File: src/core/vref_pkg.sv
// Constants and types shared by the reference ladder control block
package vref_pkg;

    // APB address map, byte addresses
    localparam int          ADDR_W          = 12;
    localparam logic [11:0] ADDR_CTRL       = 12'h000;
    localparam logic [11:0] ADDR_STATUS     = 12'h004;

    // Control register layout and reset value
    localparam int          CTRL_W          = 8;
    localparam logic [7:0]  CTRL_RESET      = 8'h00;
    localparam int          BIT_POWER_ON    = 7;
    localparam int          BIT_PIN_DRIVE   = 6;
    localparam int          BIT_RANGE_SEL   = 5;
    localparam int          BIT_SOURCE_SEL  = 4;
    localparam int          CODE_MSB        = 3;
    localparam int          CODE_LSB        = 0;
    localparam int          CODE_W          = 4;

    // Status register layout
    localparam int          STAT_POWERED    = 0;
    localparam int          STAT_PIN_ROUTED = 1;
    localparam int          STAT_PIN2_WARN  = 2;
    localparam int          STAT_LEVEL_LSB  = 8;

    // Ladder level as a fraction of the source span, in 96ths
    localparam int          LEVEL_W         = 7;
    localparam logic [6:0]  LEVEL_DEN       = 7'h60;
    localparam logic [6:0]  STEP_WIDE       = 7'h04;
    localparam logic [6:0]  STEP_FINE       = 7'h03;
    localparam logic [6:0]  BASE_FINE       = 7'h18;

    // Port A bits touched by the pin drive
    localparam int          PA_PIN_OUT      = 0;
    localparam int          PA_PIN_IN       = 2;

    // APB slave sequencing, one-hot
    typedef enum logic [1:0] {
        APB_IDLE = 2'b01,
        APB_ACK  = 2'b10
    } apb_state_t;

endpackage : vref_pkg

File: src/core/ladder_if.sv
// Carrier between the register block and the ladder level computation
`timescale 1ns/1ps
interface ladder_if;
    logic       range_sel;
    logic [3:0] level_code;
    logic [6:0] level96;

    // Register side drives settings, level side returns the level
    modport ctrl (output range_sel, output level_code, input level96);
    modport tap  (input range_sel, input level_code, output level96);
endinterface : ladder_if

File: src/core/ladder_level.sv
// Computes the ladder output level in 96ths of the source span
`timescale 1ns/1ps
module ladder_level (
    // Clock and reset
    input  wire logic i_clk,
    input  wire logic i_arst_n,
    // Settings in, level out
    ladder_if.tap     lk
);

    typedef struct packed {
        logic [6:0] level96;
    } lvl_state_t;

    lvl_state_t s_q;
    lvl_state_t s_d;

    // Wide range steps span/24, fine range span/4 plus span/32 steps
    function automatic logic [6:0] level_of(input logic range_sel, input logic [3:0] code);
        logic [6:0] c;
        c = {3'h0, code};
        if (range_sel) begin
            level_of = 7'(c * vref_pkg::STEP_WIDE);
        end else begin
            level_of = 7'(vref_pkg::BASE_FINE + c * vref_pkg::STEP_FINE);
        end
    endfunction : level_of

    // Next level from the current settings
    always_comb begin
        s_d         = s_q;
        s_d.level96 = level_of(lk.range_sel, lk.level_code);
    end

    // Registered so the level pin is glitch free
    always_ff @(posedge i_clk or negedge i_arst_n) begin
        if (!i_arst_n) begin
            s_q <= '0;
        end else begin
            s_q <= s_d;
        end
    end

    assign lk.level96 = s_q.level96;
endmodule : ladder_level

File: src/core/vref_ladder_ctrl.sv
// Reference ladder control: APB register, ladder settings and pin routing
//
// Overview of operation
// - Control bit 7 powers the ladder on; zero powers it down.
// - Control bit 6 routes the ladder level onto port A pin 0.
// - Pin drive overrides pin 0 direction; software must make pin 2 input.
// - Bit 5 picks range: one gives span/24 steps, zero span/32 from quarter.
// - Bit 4 picks source: external reference pins or device supply rails.
// - Bits 3 to 0 hold the level code, one of sixteen taps.
// - Range one: level equals code over 24 times span.
// - Range zero: level equals quarter span plus code over 32 times span.
// - Reset clears power, pin drive, range and level code bits.
// - Waking from sleep leaves the control register unchanged.
// - Ladder works regardless of comparator mode settings.
// - Every control bit is readable, writable and resets to zero.
//
// Chosen here: the register addresses and the APB register port.
`timescale 1ns/1ps
module vref_ladder_ctrl (
    // Clock and reset
    input  wire logic        I_MCLK,
    input  wire logic        I_ARST_N,
    // APB slave
    input  wire logic        I_PSEL,
    input  wire logic        I_PENABLE,
    input  wire logic        I_PWRITE,
    input  wire logic [11:0] I_PADDR,
    input  wire logic [31:0] I_PWDATA,
    input  wire logic [3:0]  I_PSTRB,
    output logic             O_PREADY,
    output logic [31:0]      O_PRDATA,
    output logic             O_PSLVERR,
    // Port A direction bits from the port logic, 1 means input
    input  wire logic [7:0]  I_PORT_A_DIRECTION,
    // Sleep indication, the settings do not depend on it
    input  wire logic        I_SLEEP,
    // Analog ladder controls
    output logic             O_LADDER_POWER_ON,
    output logic             O_LADDER_PIN_DRIVE,
    output logic             O_LADDER_RANGE_SELECT,
    output logic             O_LADDER_SOURCE_SELECT,
    output logic [3:0]       O_LADDER_LEVEL_CODE,
    output logic [6:0]       O_LADDER_OUTPUT_LEVEL,
    // Port A pin 0 routing
    output logic             O_PORT_A_PIN0_ANALOG,
    output logic             O_PORT_A_PIN0_DIR
);

    typedef struct packed {
        vref_pkg::apb_state_t st;
        logic                 pready;
        logic                 pslverr;
        logic [31:0]          prdata;
        logic [7:0]           ctrl;
        logic                 pin0_analog;
        logic                 pin0_dir;
        logic                 pin2_warn;
    } ctrl_state_t;

    localparam ctrl_state_t STATE_RESET = '{
        st:          vref_pkg::APB_IDLE,
        pready:      1'b0,
        pslverr:     1'b0,
        prdata:      32'h0000_0000,
        ctrl:        vref_pkg::CTRL_RESET,
        pin0_analog: 1'b0,
        pin0_dir:    1'b0,
        pin2_warn:   1'b0
    };

    ctrl_state_t s_q;
    ctrl_state_t s_d;
    ladder_if    lk ();

    logic        setup_phase;
    logic        write_done;

    // Address decode, used by the error answer
    function automatic logic is_mapped(input logic [11:0] addr);
        is_mapped = (addr == vref_pkg::ADDR_CTRL) || (addr == vref_pkg::ADDR_STATUS);
    endfunction : is_mapped

    // Read data for a mapped address, zero elsewhere
    function automatic logic [31:0] read_word(input logic [11:0] addr,
                                              input ctrl_state_t s,
                                              input logic [6:0]  lvl);
        logic [31:0] w;
        w = 32'h0000_0000;
        if (addr == vref_pkg::ADDR_CTRL) begin
            w[7:0] = s.ctrl;
        end else if (addr == vref_pkg::ADDR_STATUS) begin
            w[vref_pkg::STAT_POWERED]    = s.ctrl[vref_pkg::BIT_POWER_ON];
            w[vref_pkg::STAT_PIN_ROUTED] = s.pin0_analog;
            w[vref_pkg::STAT_PIN2_WARN]  = s.pin2_warn;
            w[vref_pkg::STAT_LEVEL_LSB +: vref_pkg::LEVEL_W] = lvl;
        end
        read_word = w;
    endfunction : read_word

    // Bus phase qualifiers
    assign setup_phase = I_PSEL && !I_PENABLE;
    assign write_done  = (s_q.st == vref_pkg::APB_ACK) && I_PSEL && I_PENABLE && I_PWRITE
                         && (I_PADDR == vref_pkg::ADDR_CTRL) && I_PSTRB[0];

    // Next state: APB answer, control register, pin routing
    always_comb begin
        s_d         = s_q;
        s_d.pready  = 1'b0;
        s_d.pslverr = 1'b0;
        unique case (s_q.st)
            vref_pkg::APB_IDLE: begin
                if (setup_phase) begin
                    // Answer in the first access cycle, no wait states
                    s_d.st      = vref_pkg::APB_ACK;
                    s_d.pready  = 1'b1;
                    s_d.pslverr = !is_mapped(I_PADDR);
                    s_d.prdata  = I_PWRITE ? 32'h0000_0000 : read_word(I_PADDR, s_q, lk.level96);
                end
            end
            vref_pkg::APB_ACK: begin
                s_d.st     = vref_pkg::APB_IDLE;
                s_d.prdata = 32'h0000_0000;
                // Only a completed write changes the settings; sleep does not
                if (write_done) begin
                    s_d.ctrl = I_PWDATA[7:0];
                end
            end
        endcase
        // Pin drive forces pin 0 to analog input, overriding its direction bit
        s_d.pin0_analog = s_d.ctrl[vref_pkg::BIT_PIN_DRIVE];
        s_d.pin0_dir    = s_d.ctrl[vref_pkg::BIT_PIN_DRIVE]
                          || I_PORT_A_DIRECTION[vref_pkg::PA_PIN_OUT];
        // Software still has to make pin 2 an input; flag it when it did not
        s_d.pin2_warn   = s_d.ctrl[vref_pkg::BIT_PIN_DRIVE]
                          && !I_PORT_A_DIRECTION[vref_pkg::PA_PIN_IN];
    end

    // Single state register; reset clears every control bit
    always_ff @(posedge I_MCLK or negedge I_ARST_N) begin
        if (!I_ARST_N) begin
            s_q <= STATE_RESET;
        end else begin
            s_q <= s_d;
        end
    end

    // Settings go to the level computation with no comparator gating
    assign lk.range_sel  = s_q.ctrl[vref_pkg::BIT_RANGE_SEL];
    assign lk.level_code = s_q.ctrl[vref_pkg::CODE_MSB:vref_pkg::CODE_LSB];

    ladder_level u_level (
        .i_clk    (I_MCLK),
        .i_arst_n (I_ARST_N),
        .lk       (lk.tap)
    );

    // APB answer straight from the state register
    assign O_PREADY  = s_q.pready;
    assign O_PSLVERR = s_q.pslverr;
    assign O_PRDATA  = s_q.prdata;

    // Ladder controls straight from the register bits, no extra gating
    assign O_LADDER_POWER_ON      = s_q.ctrl[vref_pkg::BIT_POWER_ON];
    assign O_LADDER_PIN_DRIVE     = s_q.ctrl[vref_pkg::BIT_PIN_DRIVE];
    assign O_LADDER_RANGE_SELECT  = s_q.ctrl[vref_pkg::BIT_RANGE_SEL];
    assign O_LADDER_SOURCE_SELECT = s_q.ctrl[vref_pkg::BIT_SOURCE_SEL];
    assign O_LADDER_LEVEL_CODE    = s_q.ctrl[vref_pkg::CODE_MSB:vref_pkg::CODE_LSB];
    assign O_LADDER_OUTPUT_LEVEL  = lk.level96;
    assign O_PORT_A_PIN0_ANALOG   = s_q.pin0_analog;
    assign O_PORT_A_PIN0_DIR      = s_q.pin0_dir;
endmodule : vref_ladder_ctrl

File: config.mk
export PLATFORM = sky130hd
export DESIGN_NAME = vref_ladder_ctrl
export DESIGN_NICKNAME = d
export VERILOG_FILES = /design/src/core/vref_pkg.sv /design/src/core/ladder_if.sv /design/src/core/ladder_level.sv /design/src/core/vref_ladder_ctrl.sv
export SDC_FILE = /design/constraint.sdc
export NUM_CORES = 1
export LEC_CHECK = 0
export ABC_AREA = 1
export BUFFER_PORTS_ARGS = -buffer_cell sky130_fd_sc_hd__buf_2
export CORE_UTILIZATION = 47
export CTS_CLUSTER_DIAMETER = 30
export DETAILED_ROUTE_END_ITERATION = 10
export PLACE_DENSITY_LB_ADDON = 0.25
export SYNTH_ARGS = -nofsm -noshare
export SYNTH_HDL_FRONTEND = slang
export SYNTH_SLANG_ARGS = --single-unit
File: constraint.sdc
create_clock -name I_MCLK -period 4.45 [get_ports I_MCLK]
set_input_delay 0.6675 -clock I_MCLK [delete_from_list [all_inputs] [get_ports I_MCLK]]
set_output_delay 0.6675 -clock I_MCLK [all_outputs]
set_load 0.005 [all_outputs]
==> results.md, run 1 <==
- Cts bufs inserted: 5
- Status: complete, no violations
- CP max FO: 8
- Hold-fix buffers at CTS: 0
- Post-CTS sizing: 0
- Ys async rst share: 100%
- Initial core utilization: 49.3%
- Reg2Reg Depth: 6
- Max Freq: 0.567 GHz
- TritonCTS clock tree: done
- Switch share: 21.9%
- Start point of the worst hold path: s_q[0]
- Antenna Cells: 0
- Antenna Nets Post-Route: 0
- PD cells: 297 nW/um^2
- Pleak: 0.00127 uW
- Combinational fraction of design power: 7.0%
- IO buf count: 61
- Yosys top cell area share: 44.1%
- Hpwl dp: 2.59 mm
- Pint: 513 uW
- Syn Area/Cell: 8.86 sq um
- Period utilization: 39.6%
- Req. time, crit path: 4.66 ns
- Clk root buf: clkbuf_8
- # rows: 23
- Synth Instances: 224
- Drc violations: 0
- Setup slack at placement: 2.57 ns
- Number of global-route vias before repair: 1,243
- Syn Std Cell Area: 1980 sq um
- Clk buf depth: 2
- DIE HEIGHT: 67.0 microns
- Most common cell in the synthesized netlist: nand2_1
- Pin count of the biggest net entering global routing: 37
- WS Path Type: flip-flop to flip-flop
- Total global-route track usage: 17.3%
- First-pass DRT Iterations: 4
- Vias: 1,403
- Crit end category: flip-flop
- Critical Path AT: 1.97 ns
- Clk_lat worst skew: 0.29 ns
- Crit. Startpoint: O_LADDER_LEVEL_CODE[2]
- HP Class: flip-flop to flip-flop
- # IOs: 113
- DR vias/cell: 4.41
- Post-synth EDFFs: 0
- Setup violations, final: 0
- FF-to-FF Start: O_LADDER_LEVEL_CODE[2]
- Fraction of layout cells with a size suffix above 1: 32.8%
- DR iter-0 viols: 134
- Post-synth cell types: 25
- CTS Sinks: 36
- Maximum VDD drop: 0.221 mV
- Maxcap violations: 0
- Crit start category: flip-flop
- Clock transition at path regs: 0.07 ns
- Final wirelength: 3.33 mm
- Slew HR: 48.1%
- Ys flop type: dfrtp_1
- Avg WL per Cell: 10.5 microns
- Sequential Power Share: 50.6%
- Clock network fraction of design power: 42.4%
- Die area: 4490 sq um
- # nets final: 336
- Final hold violations: 0
- Htree depth: 2
- Area grow syn2layout: 11.7%
- Setup TNS: 0 ns
- Seq/Total Area, Yosys: 45.5%
- Clk_skew: 0.00651 ns
- Remaining Overflow, GRT: 0
- Setup bufs post-CTS: 0
- Most common library cells after synthesis: nand2_1 (55), buf_4 (37), dfrtp_1 (35)
- Initial antenna violation count: 0
- First-pass GRT wire length: 5.62 mm
- Final worst slack: 2.69 ns
- Ys Warns: 0
- Max-slew violation count: 0
- P_sw: 144 uW
- GP Congestion: 0.786
- Synth area leader: dfrtp_1
- Worst slew pin tran: 0.778 ns
- Hold depth: 2
- RSZ-0062 raised after global routing: no
- Core Region: 4030 sq um
- Leading post-synthesis cells by cell area: dfrtp_1 (44%), buf_4 (14%), nand2_1 (10%)
- Die Wd: 67.0 microns
- #FFs+latches synth: 36
- Minimum clock period: 1.76 ns
## sequential cells by signal (all words and copies together) (netlist names)
register	count
O_LADDER_LEVEL_CODE	4
O_PREADY	1
O_LADDER_SOURCE_SELECT	1
O_PSLVERR	1
O_PRDATA	15
O_LADDER_RANGE_SELECT	1
O_LADDER_PIN_DRIVE	1
O_PORT_A_PIN0_DIR	1
s_q	3
O_LADDER_POWER_ON	1
u_level.lk.level96	7
## metrics by stage
step	area (sq um)	power (uW)	util, %	cells	hold slack, ns
after global placement	2110	385	52.3	310	0.436
final	2220	657	55.0	318	0.448
after detailed placement	2110	386	52.3	310	0.441
after global routing	2220	684	55.0	318	0.486
after floorplan	2040	375	-	240	0.372
after CTS	2220	664	55.0	318	0.451
## power by group through the flow
stage,Combinational [uW],Sequential [uW],Clock (uW)
5_1_grt,53.8,333,297
4_1_cts,46.9,333,285
3_3_place_gp,46.0,339,0
2_1_floorplan,35.5,339,0
6_report,45.9,333,279
3_5_place_dp,46.9,339,0
## cells in the final DEF, fill, tap and decap left out
master     instances
o21ai_2            7
nor2_8             1
ha_1               5
clkbuf_8           5
xor2_1             1
nand3_1            6
buf_2             61
nor3_1             1
o21ai_0           11
conb_1            17
o21ai_1            1
nand2_1           55
dfrtp_1           35
bufinv_16          1
clkinv_2           1
nand4_1            5
fa_1               2
nor3_2             1
clkbuf_1           1
inv_1             26
nor2_4             2
or2_4              2
nor2_1            14
nand2_2            4
nor2_2             1
dfstp_2            1
nand3_4            1
## worst max-delay path: stages, from the launching register on
cell,delay [ns]
dfrtp_1,0.52
ha_1,0.25
fa_1,0.43
nand2_1,0.08
nor2_1,0.04
o21ai_0,0.21
xor2_1,0.17
## layout make-up
| type | count | area, sq um |
|---|---|---|
| clock inverter | 2 | 35.0 |
| clock buffer | 6 | 72.6 |
| fill | 399 | 1810 |
| inverter | 26 | 97.6 |
| timing repair buffer | 61 | 305 |
| sequential | 36 | 902 |
| multi-input combinational | 137 | 741 |
| tap | 50 | 62.6 |
## kinds of logic after synthesis
kind of cell             Yosys count  synth area share [%]
AO/OA/AOI/OAI                     19                  6.12
XOR/XNOR                           1                 0.441
adder cells (fa/ha/maj)            7                  5.17
buffers and inverters             67                  20.2
flip-flops                        36                  45.5
other                              1                 0.189
AND/OR/NAND/NOR                   93                  22.4
## metal layers
metal / global-route usage [%] / vias up / share of wire, %
met5: 0 / - / 0
met4: 6.38 / 0 / 0.93
met3: 5.65 / 4 / 5.7
met2: 29.3 / 38 / 51
met1: 20.2 / 638 / 43
li1: - / 723 / -
## final timing paths
kind / to / slack, ns
setup / recovery: u_level.lk.level96[5] / 2.69
hold / removal: O_PRDATA[2] / 0.45
setup reg to reg: u_level.lk.level96[5] / 2.69
hold reg to reg: O_PRDATA[2] / 0.45
max in group asynchronous: u_level.lk.level96[4] / 3.49
min in group asynchronous: O_LADDER_LEVEL_CODE[3] / 0.46
(Power assumes the default switching activity.)
==> run 2: changes to the inputs <==
--- a/config.mk
+++ b/config.mk
@@ -7,7 +7,7 @@
 export LEC_CHECK = 0
 export ABC_AREA = 1
 export BUFFER_PORTS_ARGS = -buffer_cell sky130_fd_sc_hd__buf_2
-export CORE_UTILIZATION = 47
+export CORE_UTILIZATION = 44
 export CTS_CLUSTER_DIAMETER = 30
 export DETAILED_ROUTE_END_ITERATION = 10
 export PLACE_DENSITY_LB_ADDON = 0.25
==> constraint.sdc (replaced) <==
create_clock -name I_MCLK -period 1.7 [get_ports I_MCLK]
set_input_delay 0.255 -clock I_MCLK [delete_from_list [all_inputs] [get_ports I_MCLK]]
set_output_delay 0.255 -clock I_MCLK [all_outputs]
set_load 0.005 [all_outputs]
==> results.md, run 2 (synthesis gave the netlist of run 1 again) <==
- PD cells: 709 nW/um^2 (was 297 nW/um^2)
- DIE HEIGHT: 69.2 microns (was 67.0 microns)
- Remaining Overflow, GRT: 0 (unchanged)
- Start point of the worst hold path: I_PORT_A_DIRECTION[2] (was s_q[0])
- Status: complete, no violations (unchanged)
- HP Class: primary input to flip-flop (was flip-flop to flip-flop)
- Layout Cells excl Fill: 330 (was 318)
- Fraction of layout cells with a size suffix above 1: 37.4% (was 32.8%)
- Hold_ws: 0.114 ns (was 0.448 ns)
- Final wirelength: 3.46 mm (was 3.33 mm)
- Commonest non-fill, non-tap cell in the layout: buf_2 (unchanged)
- Minimum clock period: 1.62 ns (was 1.76 ns)
- Antenna Cells: 0 (unchanged)
- Initial antenna violation count: 0 (unchanged)
- Clk_lat worst skew: 0.29 ns (about the same)
- Critical Path AT: 1.78 ns (was 1.97 ns)
- Crit end category: flip-flop (unchanged)
- Vias: 1,442 (was 1,403)
- Cts bufs inserted: 5 (unchanged)
- Core Region: 4350 sq um (was 4030 sq um)
- Area grow syn2layout: 17.7% (was 11.7%)
- Switch share: 22.4% (was 21.9%)
- Cells along the critical path: buf_4, fa_1, nand2_1, nor2_1, o21ai_1, xor2_1 (was ha_1, fa_1, nand2_1, nor2_1, o21ai_0, xor2_1)
- Max Freq: 0.619 GHz (was 0.567 GHz)
- Pleak: 0.00131 uW (was 0.00127 uW)
- Maximum VDD drop: 0.350 mV (was 0.221 mV)
- First-pass DRT Iterations: 4 (unchanged)
- IO buf count: 61 (unchanged)
- Htree depth: 2 (unchanged)
- Clock transition at path regs: 0.07 ns (about the same)
- Setup violations, final: 0 (unchanged)
- Die area: 4780 sq um (was 4490 sq um)
- Total global-route track usage: 14.8% (was 17.3%)
- Combinational fraction of design power: 7.7% (was 7.0%)
- Finished Cell Area: 2340 sq um (was 2220 sq um)
- First-pass GRT wire length: 5.50 mm (was 5.62 mm)
- # rows: 24 (was 23)
- Critical-path top delay cell: fa_1 (was dfrtp_1)
- RR Endpoint: u_level.lk.level96[5] (unchanged)
- Final core occ: 53.6% (was 55.0%)
- Pin count of the biggest net entering global routing: 20 (was 37)
- Setup TNS: 0 ns (unchanged)
- # IOs: 113 (unchanged)
- Max reg flops: 15 (unchanged)
- Sequential Power Share: 52.6% (was 50.6%)
- Clk_skew: 0.00876 ns (was 0.00651 ns)
- Dpl cell area: 2170 sq um (was 2110 sq um)
- Req. time, crit path: 1.87 ns (was 4.66 ns)
- CTS Sinks: 36 (unchanged)
- Avg WL per Cell: 10.5 microns (about the same)
- Cells after DPL: 318 (was 310)
- FF-to-FF Start: O_LADDER_LEVEL_CODE[2] (unchanged)
- Clk root buf: clkbuf_8 (unchanged)
- Crit start category: flip-flop (unchanged)
- CP max stage delay: 0.53 ns (was 0.52 ns)
- Register-to-register setup slack: 0.08 ns (was 2.69 ns)
- Final hold violations: 0 (unchanged)
- Hold depth: 2 (unchanged)
- Most frequent cells in the layout: buf_2 (61), nand2_1 (55), dfrtp_1 (33) (was buf_2 (61), nand2_1 (55), dfrtp_1 (35))
- WHS Endpoint: s_q[0] (was O_PRDATA[2])
- Clock network fraction of design power: 39.6% (was 42.4%)
- GP Congestion: 0.803 (was 0.786)
- Number of global-route vias before repair: 1,248 (was 1,243)
- TritonCTS clock tree: done (unchanged)
- CP max FO: 4 (was 8)
- Initial core utilization: 45.6% (was 49.3%)
- Hpwl dp: 2.65 mm (was 2.59 mm)
- Period utilization: 95.0% (was 39.6%)
- Max-slew violation count: 0 (unchanged)
- Reg2Reg Depth: 6 (unchanged)
- DR vias/cell: 4.37 (was 4.41)
- Pint: 1290 uW (was 513 uW)
- DR iter-0 viols: 63 (was 134)
- P_sw: 370 uW (was 144 uW)
- RSZ-0062 raised after global routing: yes (was no)
- WS Path Type: flip-flop to flip-flop (unchanged)
- Maxcap violations: 0 (unchanged)
- # nets final: 346 (was 336)
- Antenna Nets Post-Route: 0 (unchanged)
- Die Wd: 69.2 microns (was 67.0 microns)
- Clk buf depth: 2 (unchanged)
- Drc violations: 0 (unchanged)
run 2: how the worst max path moves through the flow:
stage / from / end / slack (ns) / cells past startpoint
after floorplan: O_LADDER_LEVEL_CODE[2] / u_level.lk.level96[6] / 0.09 / 7
after global placement: O_LADDER_LEVEL_CODE[2] / u_level.lk.level96[4] / 0.06 / 7
after detailed placement: O_LADDER_LEVEL_CODE[2] / u_level.lk.level96[6] / 0.04 / 7
after CTS: O_LADDER_LEVEL_CODE[2] / u_level.lk.level96[6] / 0.02 / 7
after global routing: O_LADDER_LEVEL_CODE[2] / u_level.lk.level96[6] / -0.03 / 7
final: O_LADDER_LEVEL_CODE[2] / u_level.lk.level96[5] / 0.08 / 6
run 2: what timing repair did:
| item | 4_1_cts | 5_1_grt |
|---|---|---|
| hold buffers | 1 | 0 |
| setup endpoints to repair | 0 | 4 |
| hold endpoints to repair | 16 | 0 |
| buffers inserted | 0 | 3 |
| resized for setup | 0 | 11 |
run 2: routing by layer:
metal  wire length, microns  vias up  track usage (%)
li1                       -      741                -
met1                   1510      653             17.4
met2                   1710       42             24.6
met3                    164        6             3.36
met4                     73        0             8.84
met5                      0        -                0
run 2: layout make-up:
type | count | area [sq um]
fill | 436 | 2020
sequential | 36 | 905
multi-input combinational | 137 | 771
timing repair buffer | 71 | 395
clock buffer | 8 | 100
inverter | 26 | 100
tap | 52 | 65.1
run 2: critical path, delay by kind of cell (launching register included):
kind	cells	cell delay, ns
buffers and inverters	1	0.17
XOR/XNOR	1	0.14
adder cells (fa/ha/maj)	1	0.53
AND/OR/NAND/NOR	2	0.14
flip-flops	1	0.45
AO/OA/AOI/OAI	1	0.07
run 2: metrics by stage:
step	worst slack (ns)	power, uW
3_3_place_gp	0.0551	1010
3_5_place_dp	0.0353	1020
2_1_floorplan	0.0876	981
6_report	0.0842	1660
5_1_grt	-0.0273	1720
4_1_cts	0.0230	1680
run 2: power by group through the flow:
stage	clock, uW	sequential (uW)	combinational [uW]
3_3_place_gp	0	887	127
6_report	656	872	128
3_5_place_dp	0	888	129
5_1_grt	703	872	147
2_1_floorplan	0	888	92.9
4_1_cts	680	871	131
==> run 3: changes to the inputs <==
--- a/config.mk
+++ b/config.mk
@@ -10,7 +10,7 @@
 export CORE_UTILIZATION = 44
 export CTS_CLUSTER_DIAMETER = 30
 export DETAILED_ROUTE_END_ITERATION = 10
-export PLACE_DENSITY_LB_ADDON = 0.25
+export PLACE_DENSITY = 0.78
 export SYNTH_ARGS = -nofsm -noshare
 export SYNTH_HDL_FRONTEND = slang
 export SYNTH_SLANG_ARGS = --single-unit
==> results.md, run 3 (synthesis gave the netlist of run 1 again) <==
- Finished Cell Area: 2320 sq um (was 2340 sq um)
- Max Freq: 0.603 GHz (was 0.619 GHz)
- Antenna Cells: 0 (unchanged)
- Most frequent cells in the layout: buf_2 (61), nand2_1 (55), dfrtp_1 (34) (was buf_2 (61), nand2_1 (55), dfrtp_1 (33))
- Total global-route track usage: 16.2% (was 14.8%)
- Pleak: 0.00133 uW (was 0.00131 uW)
- DIE HEIGHT: 69.2 microns (unchanged)
- Cts bufs inserted: 5 (unchanged)
- Setup TNS: 0 ns (unchanged)
- Die Wd: 69.2 microns (unchanged)
- Fraction of layout cells with a size suffix above 1: 37.1% (was 37.4%)
- Remaining Overflow, GRT: 0 (unchanged)
- Busiest grt layer: met2 (unchanged)
- Minimum clock period: 1.66 ns (was 1.62 ns)
- WS Path Type: flip-flop to flip-flop (unchanged)
- CP max FO: 4 (unchanged)
- Drc violations: 0 (unchanged)
- GRT met3 Usage: 4.24% (was 3.36%)
- DR iter-0 viols: 100 (was 63)
- Area grow syn2layout: 16.8% (was 17.7%)
- First-pass GRT wire length: 6.25 mm (was 5.50 mm)
- Setup violations, final: 0 (unchanged)
- GR Util met2: 27.2% (was 24.6%)
- PD cells: 702 nW/um^2 (was 709 nW/um^2)
- Hold_ws: 0.127 ns (was 0.114 ns)
- Initial core utilization: 45.6% (unchanged)
- Crit start category: flip-flop (unchanged)
- Clk_lat worst skew: 0.28 ns (was 0.29 ns)
- Final wirelength: 3.76 mm (was 3.46 mm)
- CTS Sinks: 36 (unchanged)
- Max reg flops: 15 (unchanged)
- TritonCTS clock tree: done (unchanged)
- Clk root buf: clkbuf_8 (unchanged)
- # nets final: 348 (was 346)
- IO buf count: 61 (unchanged)
- DR vias/cell: 4.37 (about the same)
- Req. time, crit path: 1.86 ns (was 1.87 ns)
- Dpl cell area: 2170 sq um (unchanged)
- Initial antenna violation count: 0 (unchanged)
- First-pass DRT Iterations: 4 (unchanged)
- Antenna Nets Post-Route: 0 (unchanged)
- Critical Path AT: 1.82 ns (was 1.78 ns)
- Die area: 4780 sq um (unchanged)
- Hpwl dp: 2.85 mm (was 2.65 mm)
- HP Class: primary input to flip-flop (unchanged)
- # rows: 24 (unchanged)
- Final hold violations: 0 (unchanged)
- Avg WL per Cell: 11.3 microns (was 10.5 microns)
- Final core occ: 53.2% (was 53.6%)
- Crit end category: flip-flop (unchanged)
- Vias: 1,450 (was 1,442)
- Clk_skew: 0.00519 ns (was 0.00876 ns)
- Maxcap violations: 0 (unchanged)
- Commonest non-fill, non-tap cell in the layout: buf_2 (unchanged)
- # IOs: 113 (unchanged)
- Number of global-route vias before repair: 1,376 (was 1,248)
- Period utilization: 97.5% (was 95.0%)
- GP Congestion: 0.870 (was 0.803)
- Clock transition at path regs: 0.07 ns (about the same)
- Status: complete, no violations (unchanged)
- Core Region: 4350 sq um (unchanged)
- Pin count of the biggest net entering global routing: 20 (unchanged)
- Total Power: 1630 uW (was 1660 uW)
- Clk buf depth: 2 (unchanged)
- Htree depth: 2 (unchanged)
- Max-slew violation count: 0 (unchanged)
- Grt met1 use: 20.4% (was 17.4%)
- Maximum VDD drop: 0.475 mV (was 0.350 mV)
-- run 3: changes by cell type in the layout (fill, tap and decap cells not counted), sizes merged --
cell | previous run | this run
clkinv | 0 | 2
clkbuf | 8 | 6
buf | 70 | 72
-- run 3: cell type report --
cell class	instances	area, sq um
inverters	26	97.6
clock buffers	6	82.6
repair buffers	73	410
multi-input cells	137	749
fillers	414	2040
clock inverters	2	10.0
flip-flops and latches	36	903
well taps	52	65.1
-- run 3: repair_timing --
action                                  CTS  global route
pin swaps                                 0             1
gates resized for setup                   0             6
endpoints found under the setup margin    1             4
setup buffers                             2             3
hold buffers                              1             0
endpoints found under the hold margin    17             0
-- run 3: path summary, 6_finish.rpt --
path	startpoint	to	slack, ns	depth (start not counted)
min in group asynchronous	I_ARST_N	O_PRDATA[3]	0.45	2
worst min register to register	s_q[0]	O_PRDATA[2]	0.46	2
worst min-delay path	I_PORT_A_DIRECTION[2]	s_q[0]	0.13	2
max in group asynchronous	I_ARST_N	O_LADDER_LEVEL_CODE[2]	0.80	3
worst max-delay path	O_LADDER_LEVEL_CODE[1]	u_level.lk.level96[3]	0.04	5
worst max register to register	O_LADDER_LEVEL_CODE[1]	u_level.lk.level96[3]	0.04	5
-- run 3: critical path, cell delays in order, from the launching register on --
cell,delay (ns)
dfrtp_1,0.42
ha_2,0.33
ha_1,0.13
inv_1,0.06
fa_2,0.53
o21ai_2,0.06
-- run 3: layer usage --
| metal | part of all wire (%) | vias to the layer above |
|---|---|---|
| met5 | 0 | - |
| met4 | 1.1 | 0 |
| met3 | 5.9 | 9 |
| met2 | 50 | 57 |
| met1 | 43 | 638 |
| li1 | - | 746 |
-- run 3: power by group --
group	internal (uW)	total, uW	switching, uW	leakage (uW)
clock	323	627	304	0.0000510
sequential	868	871	3.00	0.000473
combinational	47.3	130	82.6	0.000804
-- run 3: stage by stage --
stage | setup WS [ns] | cells
after floorplan | 0.0876 | 240
after detailed placement | 0.0101 | 318
after global placement | 0.0503 | 318
final | 0.0422 | 332
after CTS | 0.0200 | 329
after global routing | -0.00768 | 332
